`src/common/sow_pkg.sv`:
```
// Constants, types and state layout shared by the outbound window bridge.
package sow_pkg;
    localparam int ADDR_W = 36;
    localparam int BASE_W = 24;
    localparam int PAGE_SHIFT = 12;
    localparam int MOFS_W = 24;
    localparam int SIZE_W = 6;
    localparam int TGT_W = 4;
    localparam int TT_W = 4;

    // Register byte offsets inside the configuration page.
    localparam logic [11:0] OFS_LW_BASE = 12'h000;
    localparam logic [11:0] OFS_LW_ATTR = 12'h004;
    localparam logic [11:0] OFS_OW_BASE = 12'h008;
    localparam logic [11:0] OFS_OW_ATTR = 12'h00c;
    localparam logic [11:0] OFS_OW_TRANS = 12'h010;
    localparam logic [11:0] OFS_LINK_STAT = 12'h014;

    // Writable bits of each register; the rest read as zero.
    localparam logic [31:0] MASK_BASE = 32'h00ffffff;
    localparam logic [31:0] MASK_LW_ATTR = 32'h80f0003f;
    localparam logic [31:0] MASK_OW_ATTR = 32'h8efff03f;
    localparam logic [31:0] MASK_OW_TRANS = 32'h3fcfffff;
    localparam logic [31:0] REG_RST = 32'h00000000;

    // Field positions, counted from the least significant bit.
    localparam int EN_BIT = 31;
    localparam int LW_TGT_LSB = 20;
    localparam int SIZE_LSB = 0;
    localparam int OW_PRIO_LSB = 26;
    localparam int OW_PCI_BIT = 25;
    localparam int OW_SEGMENT_COUNT_LSB = 22;
    localparam int OW_SUBSEGMENT_COUNT_LSB = 20;
    localparam int OW_RD_LSB = 16;
    localparam int OW_WR_LSB = 12;
    localparam int TR_DEST_LSB = 22;
    localparam int TR_HOP_LSB = 12;
    localparam int TR_OFS_LSB = 0;
    localparam int TR_OFS_W = 12;
    localparam int ST_INIT_BIT = 0;
    localparam int ST_WIDE_BIT = 1;

    localparam logic [3:0] TGT_LINK = 4'hc;
    localparam logic [3:0] TT_MAINT = 4'h7;
    localparam logic [5:0] SIZE_MIN = 6'h0b;

    typedef enum logic [1:0] {
        ST_IDLE = 2'b00,
        ST_LINK = 2'b01,
        ST_DONE = 2'b10
    } sow_state_e;

    typedef struct packed {
        logic write;
        logic [ADDR_W-1:0] addr;
        logic [31:0] wdata;
    } sow_acc_s;

    typedef struct packed {
        logic valid;
        logic write;
        logic [TT_W-1:0] ttype;
        logic [1:0] prio;
        logic pci_order;
        logic [7:0] dest_id;
        logic [7:0] hop;
        logic [MOFS_W-1:0] offset;
        logic [31:0] wdata;
    } sow_link_req_s;

    typedef struct packed {
        logic valid;
        logic err;
        logic [31:0] data;
    } sow_link_rsp_s;

    typedef struct packed {
        sow_state_e fsm;
        logic acc_ready;
        logic done;
        logic err;
        logic [31:0] rdata;
        logic route_valid;
        logic [TGT_W-1:0] route_target;
        logic [ADDR_W-1:0] route_addr;
        sow_link_req_s req;
        logic [31:0] lw_base;
        logic [31:0] lw_attr;
        logic [31:0] ow_base;
        logic [31:0] ow_attr;
        logic [31:0] ow_trans;
        logic link_init;
        logic link_wide;
    } sow_regs_s;
endpackage : sow_pkg

```
`src/verilog/sow_decode.sv`:
```
// Power-of-two address window hit decoder with offset mask.
`timescale 1ns/1ps
`default_nettype none
module sow_decode (
    input wire logic en,
    input wire logic [sow_pkg::BASE_W-1:0] base,
    input wire logic [sow_pkg::SIZE_W-1:0] size,
    input wire logic [sow_pkg::ADDR_W-1:0] addr,
    output logic hit,
    output logic [sow_pkg::ADDR_W-1:0] offset_mask
);
    logic [sow_pkg::ADDR_W-1:0] keep;

    // The window spans two to the power (size + 1) bytes; bits above that are compared.
    for (genvar i = 0; i < sow_pkg::ADDR_W; i++) begin : g_bit
        assign keep[i] = (6'(i) > size);
        assign offset_mask[i] = ~keep[i];
    end

    // Encodings below the smallest page never decode, so a bad size cannot claim everything.
    assign hit = en && (size >= sow_pkg::SIZE_MIN)
        && (((addr[sow_pkg::ADDR_W-1:sow_pkg::PAGE_SHIFT] ^ base)
        & keep[sow_pkg::ADDR_W-1:sow_pkg::PAGE_SHIFT]) == '0);
endmodule : sow_decode
`default_nettype wire

```
`src/verilog/sow_bridge.sv`:
```
// Local access window and outbound maintenance window bridge toward the serial link.
`timescale 1ns/1ps
`default_nettype none
// How it works
// - An access inside an enabled local window goes to the interface named by its target code, 0xc being the link.
// - The local base register holds the upper 24 bits of the 36-bit window start.
// - The local size field sets the window extent from the base, 0x1b meaning 256 megabytes.
// - Bit 31 of the local attributes enables the window, and a disabled window claims nothing.
// - The link initialized flag rises only with ports up and clean symbols, and no link traffic goes out before it.
// - A status bit reports whether the port came up one lane or four lanes wide.
// - The outbound base register holds address bits 32-35 and 12-31 of the 36-bit window start.
// - Only an enabled outbound window turns accesses into link transactions.
// - The two-bit priority field sets the priority of every request the window issues.
// - The ordering bit chooses whether requests follow PCI ordering, zero meaning not.
// - Segment and subsegment counts split the window, zero in each giving one plain window.
// - A read hitting the outbound window issues the read transaction code, 0x7 being maintenance read.
// - A write hitting the outbound window issues the write transaction code, 0x7 being maintenance write.
// - The outbound size field sets the window extent with the same power-of-two encoding.
// - The maintenance offset takes low bits from the window offset and high bits from the translation register.
// - The translation register gives destination id, hop count and upper maintenance offset bits.
module sow_bridge #(
    parameter logic [23:0] CFG_PAGE = 24'hf00000
) (
    input wire logic CLK,
    input wire logic RSTN,
    input wire logic ACC_VALID,
    input wire sow_pkg::sow_acc_s ACC,
    output logic ACC_READY,
    output logic ACC_DONE,
    output logic ACC_ERR,
    output logic [31:0] ACC_RDATA,
    output logic ROUTE_VALID,
    output logic [3:0] ROUTE_TARGET,
    output logic [35:0] ROUTE_ADDR,
    output sow_pkg::sow_link_req_s LINK_REQ,
    input wire sow_pkg::sow_link_rsp_s LINK_RSP,
    input wire logic PORT_INIT,
    input wire logic PORT_SYMBOLS_OK,
    input wire logic PORT_LANES4
);
    localparam sow_pkg::sow_regs_s RESET_VAL = '{
        fsm: sow_pkg::ST_IDLE,
        acc_ready: 1'b0,
        done: 1'b0,
        err: 1'b0,
        rdata: '0,
        route_valid: 1'b0,
        route_target: '0,
        route_addr: '0,
        req: '0,
        lw_base: sow_pkg::REG_RST,
        lw_attr: sow_pkg::REG_RST,
        ow_base: sow_pkg::REG_RST,
        ow_attr: sow_pkg::REG_RST,
        ow_trans: sow_pkg::REG_RST,
        link_init: 1'b0,
        link_wide: 1'b0
    };

    sow_pkg::sow_regs_s st_q;
    sow_pkg::sow_regs_s st_d;

    logic lw_hit;
    logic ow_hit;
    logic [35:0] lw_mask;
    logic [35:0] ow_mask;
    logic cfg_hit;
    logic accept;
    logic [11:0] cfg_ofs;
    logic [3:0] lw_target;
    logic [35:0] win_off;
    logic [3:0] seg_bits;
    logic [6:0] seg_shift;
    logic [7:0] seg_idx;
    logic [23:0] moff_mask;
    logic [23:0] maint_off;
    logic [31:0] stat_word;

    sow_decode u_local (
        .en(st_q.lw_attr[sow_pkg::EN_BIT]),
        .base(st_q.lw_base[sow_pkg::BASE_W-1:0]),
        .size(st_q.lw_attr[sow_pkg::SIZE_LSB +: sow_pkg::SIZE_W]),
        .addr(ACC.addr),
        .hit(lw_hit),
        .offset_mask(lw_mask)
    );

    // The outbound base field is the extended nibble followed by the low twenty bits.
    sow_decode u_outbound (
        .en(st_q.ow_attr[sow_pkg::EN_BIT]),
        .base(st_q.ow_base[sow_pkg::BASE_W-1:0]),
        .size(st_q.ow_attr[sow_pkg::SIZE_LSB +: sow_pkg::SIZE_W]),
        .addr(ACC.addr),
        .hit(ow_hit),
        .offset_mask(ow_mask)
    );

    assign accept = ACC_VALID && st_q.acc_ready;
    assign cfg_hit = (ACC.addr[35:sow_pkg::PAGE_SHIFT] == CFG_PAGE);
    assign cfg_ofs = ACC.addr[sow_pkg::PAGE_SHIFT-1:0];
    assign lw_target = st_q.lw_attr[sow_pkg::LW_TGT_LSB +: sow_pkg::TGT_W];
    assign win_off = ACC.addr & ow_mask;

    // Each segment bit doubles the targets; the segment index comes from the top offset bits.
    assign seg_bits = {2'b00, st_q.ow_attr[sow_pkg::OW_SEGMENT_COUNT_LSB +: 2]}
        + {2'b00, st_q.ow_attr[sow_pkg::OW_SUBSEGMENT_COUNT_LSB +: 2]};
    assign seg_shift = 7'(st_q.ow_attr[sow_pkg::SIZE_LSB +: sow_pkg::SIZE_W]) + 7'd1 - 7'(seg_bits);
    assign seg_idx = 8'(win_off >> seg_shift) & ((8'h01 << seg_bits) - 8'h01);

    assign moff_mask = ow_mask[sow_pkg::MOFS_W-1:0];
    assign maint_off = ((24'(st_q.ow_trans[sow_pkg::TR_OFS_LSB +: sow_pkg::TR_OFS_W]) << sow_pkg::PAGE_SHIFT)
        & ~moff_mask) | (win_off[sow_pkg::MOFS_W-1:0] & moff_mask);

    always_comb begin
        stat_word = '0;
        stat_word[sow_pkg::ST_INIT_BIT] = st_q.link_init;
        stat_word[sow_pkg::ST_WIDE_BIT] = st_q.link_wide;
    end

    always_comb begin
        st_d = st_q;
        st_d.done = 1'b0;
        st_d.err = 1'b0;
        st_d.route_valid = 1'b0;
        st_d.req.valid = 1'b0;
        // Both conditions must hold before software may use the link.
        st_d.link_init = PORT_INIT && PORT_SYMBOLS_OK;
        st_d.link_wide = PORT_INIT && PORT_LANES4;
        unique case (st_q.fsm)
            sow_pkg::ST_IDLE: begin
                st_d.acc_ready = 1'b1;
                if (accept) begin
                    st_d.acc_ready = 1'b0;
                    st_d.fsm = sow_pkg::ST_DONE;
                    st_d.done = 1'b1;
                    st_d.rdata = '0;
                    if (cfg_hit) begin
                        unique case (cfg_ofs)
                            sow_pkg::OFS_LW_BASE: begin
                                st_d.rdata = st_q.lw_base;
                                if (ACC.write) begin
                                    st_d.lw_base = ACC.wdata & sow_pkg::MASK_BASE;
                                end
                            end
                            sow_pkg::OFS_LW_ATTR: begin
                                st_d.rdata = st_q.lw_attr;
                                if (ACC.write) begin
                                    st_d.lw_attr = ACC.wdata & sow_pkg::MASK_LW_ATTR;
                                end
                            end
                            sow_pkg::OFS_OW_BASE: begin
                                st_d.rdata = st_q.ow_base;
                                if (ACC.write) begin
                                    st_d.ow_base = ACC.wdata & sow_pkg::MASK_BASE;
                                end
                            end
                            sow_pkg::OFS_OW_ATTR: begin
                                st_d.rdata = st_q.ow_attr;
                                if (ACC.write) begin
                                    st_d.ow_attr = ACC.wdata & sow_pkg::MASK_OW_ATTR;
                                end
                            end
                            sow_pkg::OFS_OW_TRANS: begin
                                st_d.rdata = st_q.ow_trans;
                                if (ACC.write) begin
                                    st_d.ow_trans = ACC.wdata & sow_pkg::MASK_OW_TRANS;
                                end
                            end
                            sow_pkg::OFS_LINK_STAT: begin
                                st_d.rdata = stat_word;
                                st_d.err = ACC.write;
                            end
                            default: begin
                                st_d.err = 1'b1;
                            end
                        endcase
                    end else if (lw_hit && lw_target != sow_pkg::TGT_LINK) begin
                        // Other interfaces are served elsewhere; this block only steers the access.
                        st_d.route_valid = 1'b1;
                        st_d.route_target = lw_target;
                        st_d.route_addr = ACC.addr;
                    end else if (lw_hit && ow_hit && st_q.link_init) begin
                        st_d.done = 1'b0;
                        st_d.fsm = sow_pkg::ST_LINK;
                        st_d.req.valid = 1'b1;
                        st_d.req.write = ACC.write;
                        st_d.req.ttype = ACC.write
                            ? st_q.ow_attr[sow_pkg::OW_WR_LSB +: sow_pkg::TT_W]
                            : st_q.ow_attr[sow_pkg::OW_RD_LSB +: sow_pkg::TT_W];
                        st_d.req.prio = st_q.ow_attr[sow_pkg::OW_PRIO_LSB +: 2];
                        st_d.req.pci_order = st_q.ow_attr[sow_pkg::OW_PCI_BIT];
                        st_d.req.dest_id = st_q.ow_trans[sow_pkg::TR_DEST_LSB +: 8] + seg_idx;
                        st_d.req.hop = st_q.ow_trans[sow_pkg::TR_HOP_LSB +: 8];
                        st_d.req.offset = maint_off;
                        st_d.req.wdata = ACC.wdata;
                    end else begin
                        // No enabled window claims it, or the link is not up yet.
                        st_d.err = 1'b1;
                    end
                end
            end
            sow_pkg::ST_LINK: begin
                if (LINK_RSP.valid) begin
                    st_d.fsm = sow_pkg::ST_DONE;
                    st_d.done = 1'b1;
                    st_d.err = LINK_RSP.err;
                    st_d.rdata = st_q.req.write ? '0 : LINK_RSP.data;
                end
            end
            sow_pkg::ST_DONE: begin
                st_d.fsm = sow_pkg::ST_IDLE;
                st_d.acc_ready = 1'b1;
            end
            default: begin
                st_d.fsm = sow_pkg::ST_IDLE;
            end
        endcase
    end

    always_ff @(posedge CLK) begin
        if (!RSTN) begin
            st_q <= RESET_VAL;
        end else begin
            st_q <= st_d;
        end
    end

    assign ACC_READY = st_q.acc_ready;
    assign ACC_DONE = st_q.done;
    assign ACC_ERR = st_q.err;
    assign ACC_RDATA = st_q.rdata;
    assign ROUTE_VALID = st_q.route_valid;
    assign ROUTE_TARGET = st_q.route_target;
    assign ROUTE_ADDR = st_q.route_addr;
    assign LINK_REQ = st_q.req;
endmodule : sow_bridge
`default_nettype wire

```
`config.mk`:
```
export PLATFORM = sky130hd
export DESIGN_NAME = sow_bridge
export DESIGN_NICKNAME = d
export VERILOG_FILES = /design/src/common/sow_pkg.sv /design/src/verilog/sow_decode.sv /design/src/verilog/sow_bridge.sv
export SDC_FILE = /design/constraint.sdc
export NUM_CORES = 1
export LEC_CHECK = 0
export BUFFER_PORTS_ARGS = -buffer_cell sky130_fd_sc_hd__buf_2
export CAP_MARGIN = 20
export CORE_MARGIN = 3
export CORE_UTILIZATION = 34
export DETAILED_ROUTE_END_ITERATION = 10
export GPL_TIMING_DRIVEN = 0
export PLACE_DENSITY = 0.53
export SYNTH_ARGS = -nofsm -noshare
export SYNTH_HDL_FRONTEND = slang
export SYNTH_SLANG_ARGS = --single-unit
export TNS_END_PERCENT = 100
```
`constraint.sdc`:
```
create_clock -name CLK -period 5.7 [get_ports CLK]
set_input_delay 1.425 -clock CLK [delete_from_list [all_inputs] [get_ports CLK]]
set_output_delay 1.425 -clock CLK [all_outputs]
set_load 0.1 [all_outputs]
```
==> summary.txt <==
Placed design
  – Placed Area: 0.01860 mm2
  – Placed cells: 2879
  – DPL Wire Length: 56350 um
  – Number of port buffers: 255
  – Placer's final routability congestion estimate: 0.9471

Final layout
  – Filler instances: 4918
  – Area of the multi-input gates: 0.009170 mm2
  – Post-layout instance area: 0.01979 mm2
  – Synth-to-Final Area Change: 19.62%
  – Fin util: 41.27%
  – Most frequent cells in the layout: nand2_1 (437), buf_2 (276), dfxtp_1 (269)
  – Most common library cell in the layout ignoring fill and taps: nand2_1
  – Fin nets: 2437
  – Register area: 0.005406 mm2
  – Layout cells sized above 1: 24.80%
  – Non-Filler Instances: 2939

Critical path
  – Arr. time, crit path: 5.91 ns
  – Critical Path RT: 6.21 ns
  – Startpoint types: register
  – CP Class: reg2reg
  – Worst R2R Setup Slack: 0.29 ns
  – CP Capture Type: register
  – Highest net fanout along the worst path: 10

Power and ir drop
  – Comb pwr share: 6.3%
  – Reg power frac: 45.7%
  – Switch share: 24.73%
  – Max VDD drop: 0.0002193 V
  – P_int: 3114 uW
  – Pwr/cell area: 209.1 mW/mm2
  – Clock power frac: 48.0%
  – Lkg Pwr: 0.008217 uW
  – Pwr Total: 4137 uW
  – Switch Pwr: 1023 uW

Drt
  – Uppermost layer routed: met4
  – Wire per inst: 24.45 um
  – Vias: 16080
  – Drc violations: 0
  – DRT iter0 DRCs: 1576
  – WL final: 71870 um
  – Routed Antenna Nets: 0
  – Metal-1 WL: 30480 um
  – Met3 wire len: 4827 um
  – Met2 wire length: 33550 um
  – DR vias/cell: 5.472
  – 1st-pass router iterations: 8

Logic synthesis
  – Syn_nets: 2145
  – Post-synthesis cell type count: 91
  – Mapped Area: 0.01654 mm2
  – Synth Area in XOR/XNOR: 3.230%
  – Top FF cell, synth: dfxtp_1
  – Post-Synth Simple-Gate Area: 19.46%
  – Post-synth EDFFs: 0
  – Compound-Gate Fraction of Synth Area: 16.02%
  – Mapped Cells: 2008
  – Synthesis Warnings: 0
  – Ys async rst share: 0%
  – Largest family of logic cells by synthesized area: simple AND/OR/NAND/NOR gates
  – Mux contribution to synthesized area: 13.66%
  – Seq/Total Area, Yosys: 32.68%
  – Adder-cell share of the synthesized area: 2.254%
  – Flops & latches, synth: 270
  – Mean Syn Cell Area: 8.238 um2

STA
  – Hold Vio Cnt, Final: 0
  – Slew headroom: 24.23%
  – Final period demand of the worst path: 5.405 ns
  – Fin crit share: 94.83%
  – Maximum clock frequency: 0.1850 GHz
  – # setup viols final: 0
  – Slew Viols, Final: 0
  – Hold WS: 0.4543 ns
  – Clock skew: 0.01984 ns
  – Tightest Pin Transition: 1.137 ns

Die
  – Die Wd: 226.6 um
  – Die area: 0.05134 mm2
  – I/O pins: 266
  – Rows: 80
  – Core area: 0.04795 mm2
  – Initial Util: 34.50%
  – Chip height: 226.6 um

CTS
  – Clock transition at the registers of the reported paths: 0.06 ns
  – CTS Buffer Depth: 3
  – H-tree lvl count: 1
  – Post-CTS Hold Fix Bufs: 0
  – Clk sinks: 270
  – Worst skew pair latency: 0.59 ns
  – CTS tree: built
  – Clk Tree Root Cell: clkbuf_16
  – CTS Buf Count: 30

Global routing
  – First-pass GRT wire length: 104000 um
  – Initial antenna violation count: 2
  – Overall global routing resource usage: 27.20%
  – Grt total ovfl: 0
  – Pin count of the biggest net entering global routing: 20
  – Vias in the first global route: 15690

Flow run
  – Max-Cap Viols: 0

Min path
  – Worst hold path type: reg2reg

Run status
  – Status: complete, no violations
Yosys cell counts, types with 5 or more instances:
cell	n	area, um2
nand2_1	437	1640
dfxtp_1	270	5405
mux2i_1	192	1922
buf_4	161	1209
nor2_1	111	416.7
a21oi_1	110	550.5
clkbuf_1	105	394.1
o21ai_0	56	280.3
xnor2_1	39	341.6
a222oi_1	38	380.4
inv_1	33	123.9
ha_1	25	312.8
nand3_1	24	120.1
xor2_1	22	192.7
buf_2	21	105.1
a211oi_1	15	112.6
and3_1	15	93.84
nor4_1	15	93.84
nor3_1	14	70.07
o22ai_1	14	87.58
nand4_1	13	81.33
and2_1	12	75.07
nor2b_1	12	75.07
a22oi_1	11	82.58
nand2b_1	11	68.82
o211ai_1	11	82.58
mux4_2	10	225.2
o21a_1	10	75.07
a31oi_1	9	56.30
mux2_2	9	101.4
o221ai_1	9	78.83
buf_1	8	30.03
buf_12	8	160.2
a2111oi_0	7	61.31
nor3b_1	7	52.55
a21boi_0	6	45.04
buf_6	6	67.56
o311ai_0	6	52.55
o32ai_1	6	52.55
or3_1	6	37.54
a32oi_1	5	43.79
a41oi_1	5	43.79
o2111ai_1	5	43.79
through the flow:
stage	setup TNS [ns]	worst slack [ns]
after CTS	0	0.01146
after detailed placement	-1.180	-0.6381
after floorplan	0	0.8936
final	0	0.2948
after global routing	-0.04903	-0.04903
after global placement	-1.243	-0.6303
repair_timing:
item / 4_1_cts / 5_1_grt
pin swaps: 1 / 2
setup buffers: 1 / 3
gates cloned: 0 / 0
endpoints found under the setup margin: 4 / 2
hold endpoints to repair: 0 / 0
resized for setup: 7 / 34
worst max-delay path: stages (launching register included):
cell      delay [ns]
dfxtp_2         0.47
buf_2           0.29
buf_4           0.24
buf_4           0.22
inv_1           0.17
ha_1            0.47
a21oi_1         0.37
nand2_1         0.21
xnor2_2         0.21
clkbuf_2        0.23
nor2_1          0.20
a31oi_1         0.11
o211a_1         0.19
a31oi_2         0.28
ha_1            0.28
a21o_1          0.15
a21oi_1         0.21
o21ai_0         0.18
o41ai_2         0.32
xnor2_1         0.24
nand2_1         0.11
mux2i_1         0.17
logic make-up (layout without fill, tap and decap cells):
group,count (synthesis),in the layout
and+or+nand+nor,716,716
AOI/OAI and AO/OA,376,376
buffers and inverters,345,660
DFF,270,270
muxes,212,212
xor gates and xnor gates,61,61
adders and majority gates,28,28
other,0,1
cell type report:
cell class | instances | area share [%]
Antenna cell | 1 | 0.01265
Clock inverter | 10 | 0.5185
Buffer | 307 | 9.972
Inverter | 36 | 0.6829
Clock buffer | 45 | 4.489
Tap cell | 615 | 3.889
Sequential cell | 270 | 27.32
Multi-Input combinational cell | 1393 | 46.34
Timing Repair Buffer | 262 | 6.772
layer usage:
layer,global-route usage (%),vias up
met4,10.51,0
met1,35.48,7784
met3,4.130,132
met2,45.37,692
met5,0,-
li1,-,7475
state kept, by name, summed over array words and instances (netlist names), 4 cells and up:
signal / cells
ACC_RDATA: 32
LINK_REQ: 81
ROUTE_ADDR: 36
ROUTE_TARGET: 4
lw_target: 4
st_q: 109
power groups by stage:
stage / combinational, uW / clock, uW / sequential [uW]
after floorplan: 101 / 0 / 1940
after global placement: 257 / 0 / 1930
after detailed placement: 259 / 0 / 1930
after CTS: 260 / 2020 / 1890
after global routing: 277 / 2100 / 1890
final: 262 / 1980 / 1890
final timing paths:
| check | endpoint | from | depth (start not counted) |
|---|---|---|---|
| hold / removal | LINK_REQ[50]$_SDFFE_PN0P_ | LINK_REQ[50]$_SDFFE_PN0P_ | 2 |
| setup reg to reg | LINK_REQ[71]$_SDFFE_PN0P_ | st_q[37]$_SDFFE_PN0P_ | 21 |
| setup / recovery | LINK_REQ[71]$_SDFFE_PN0P_ | st_q[37]$_SDFFE_PN0P_ | 21 |
| hold reg to reg | LINK_REQ[50]$_SDFFE_PN0P_ | LINK_REQ[50]$_SDFFE_PN0P_ | 2 |
Note: power is estimated with default switching activity, not from simulation.
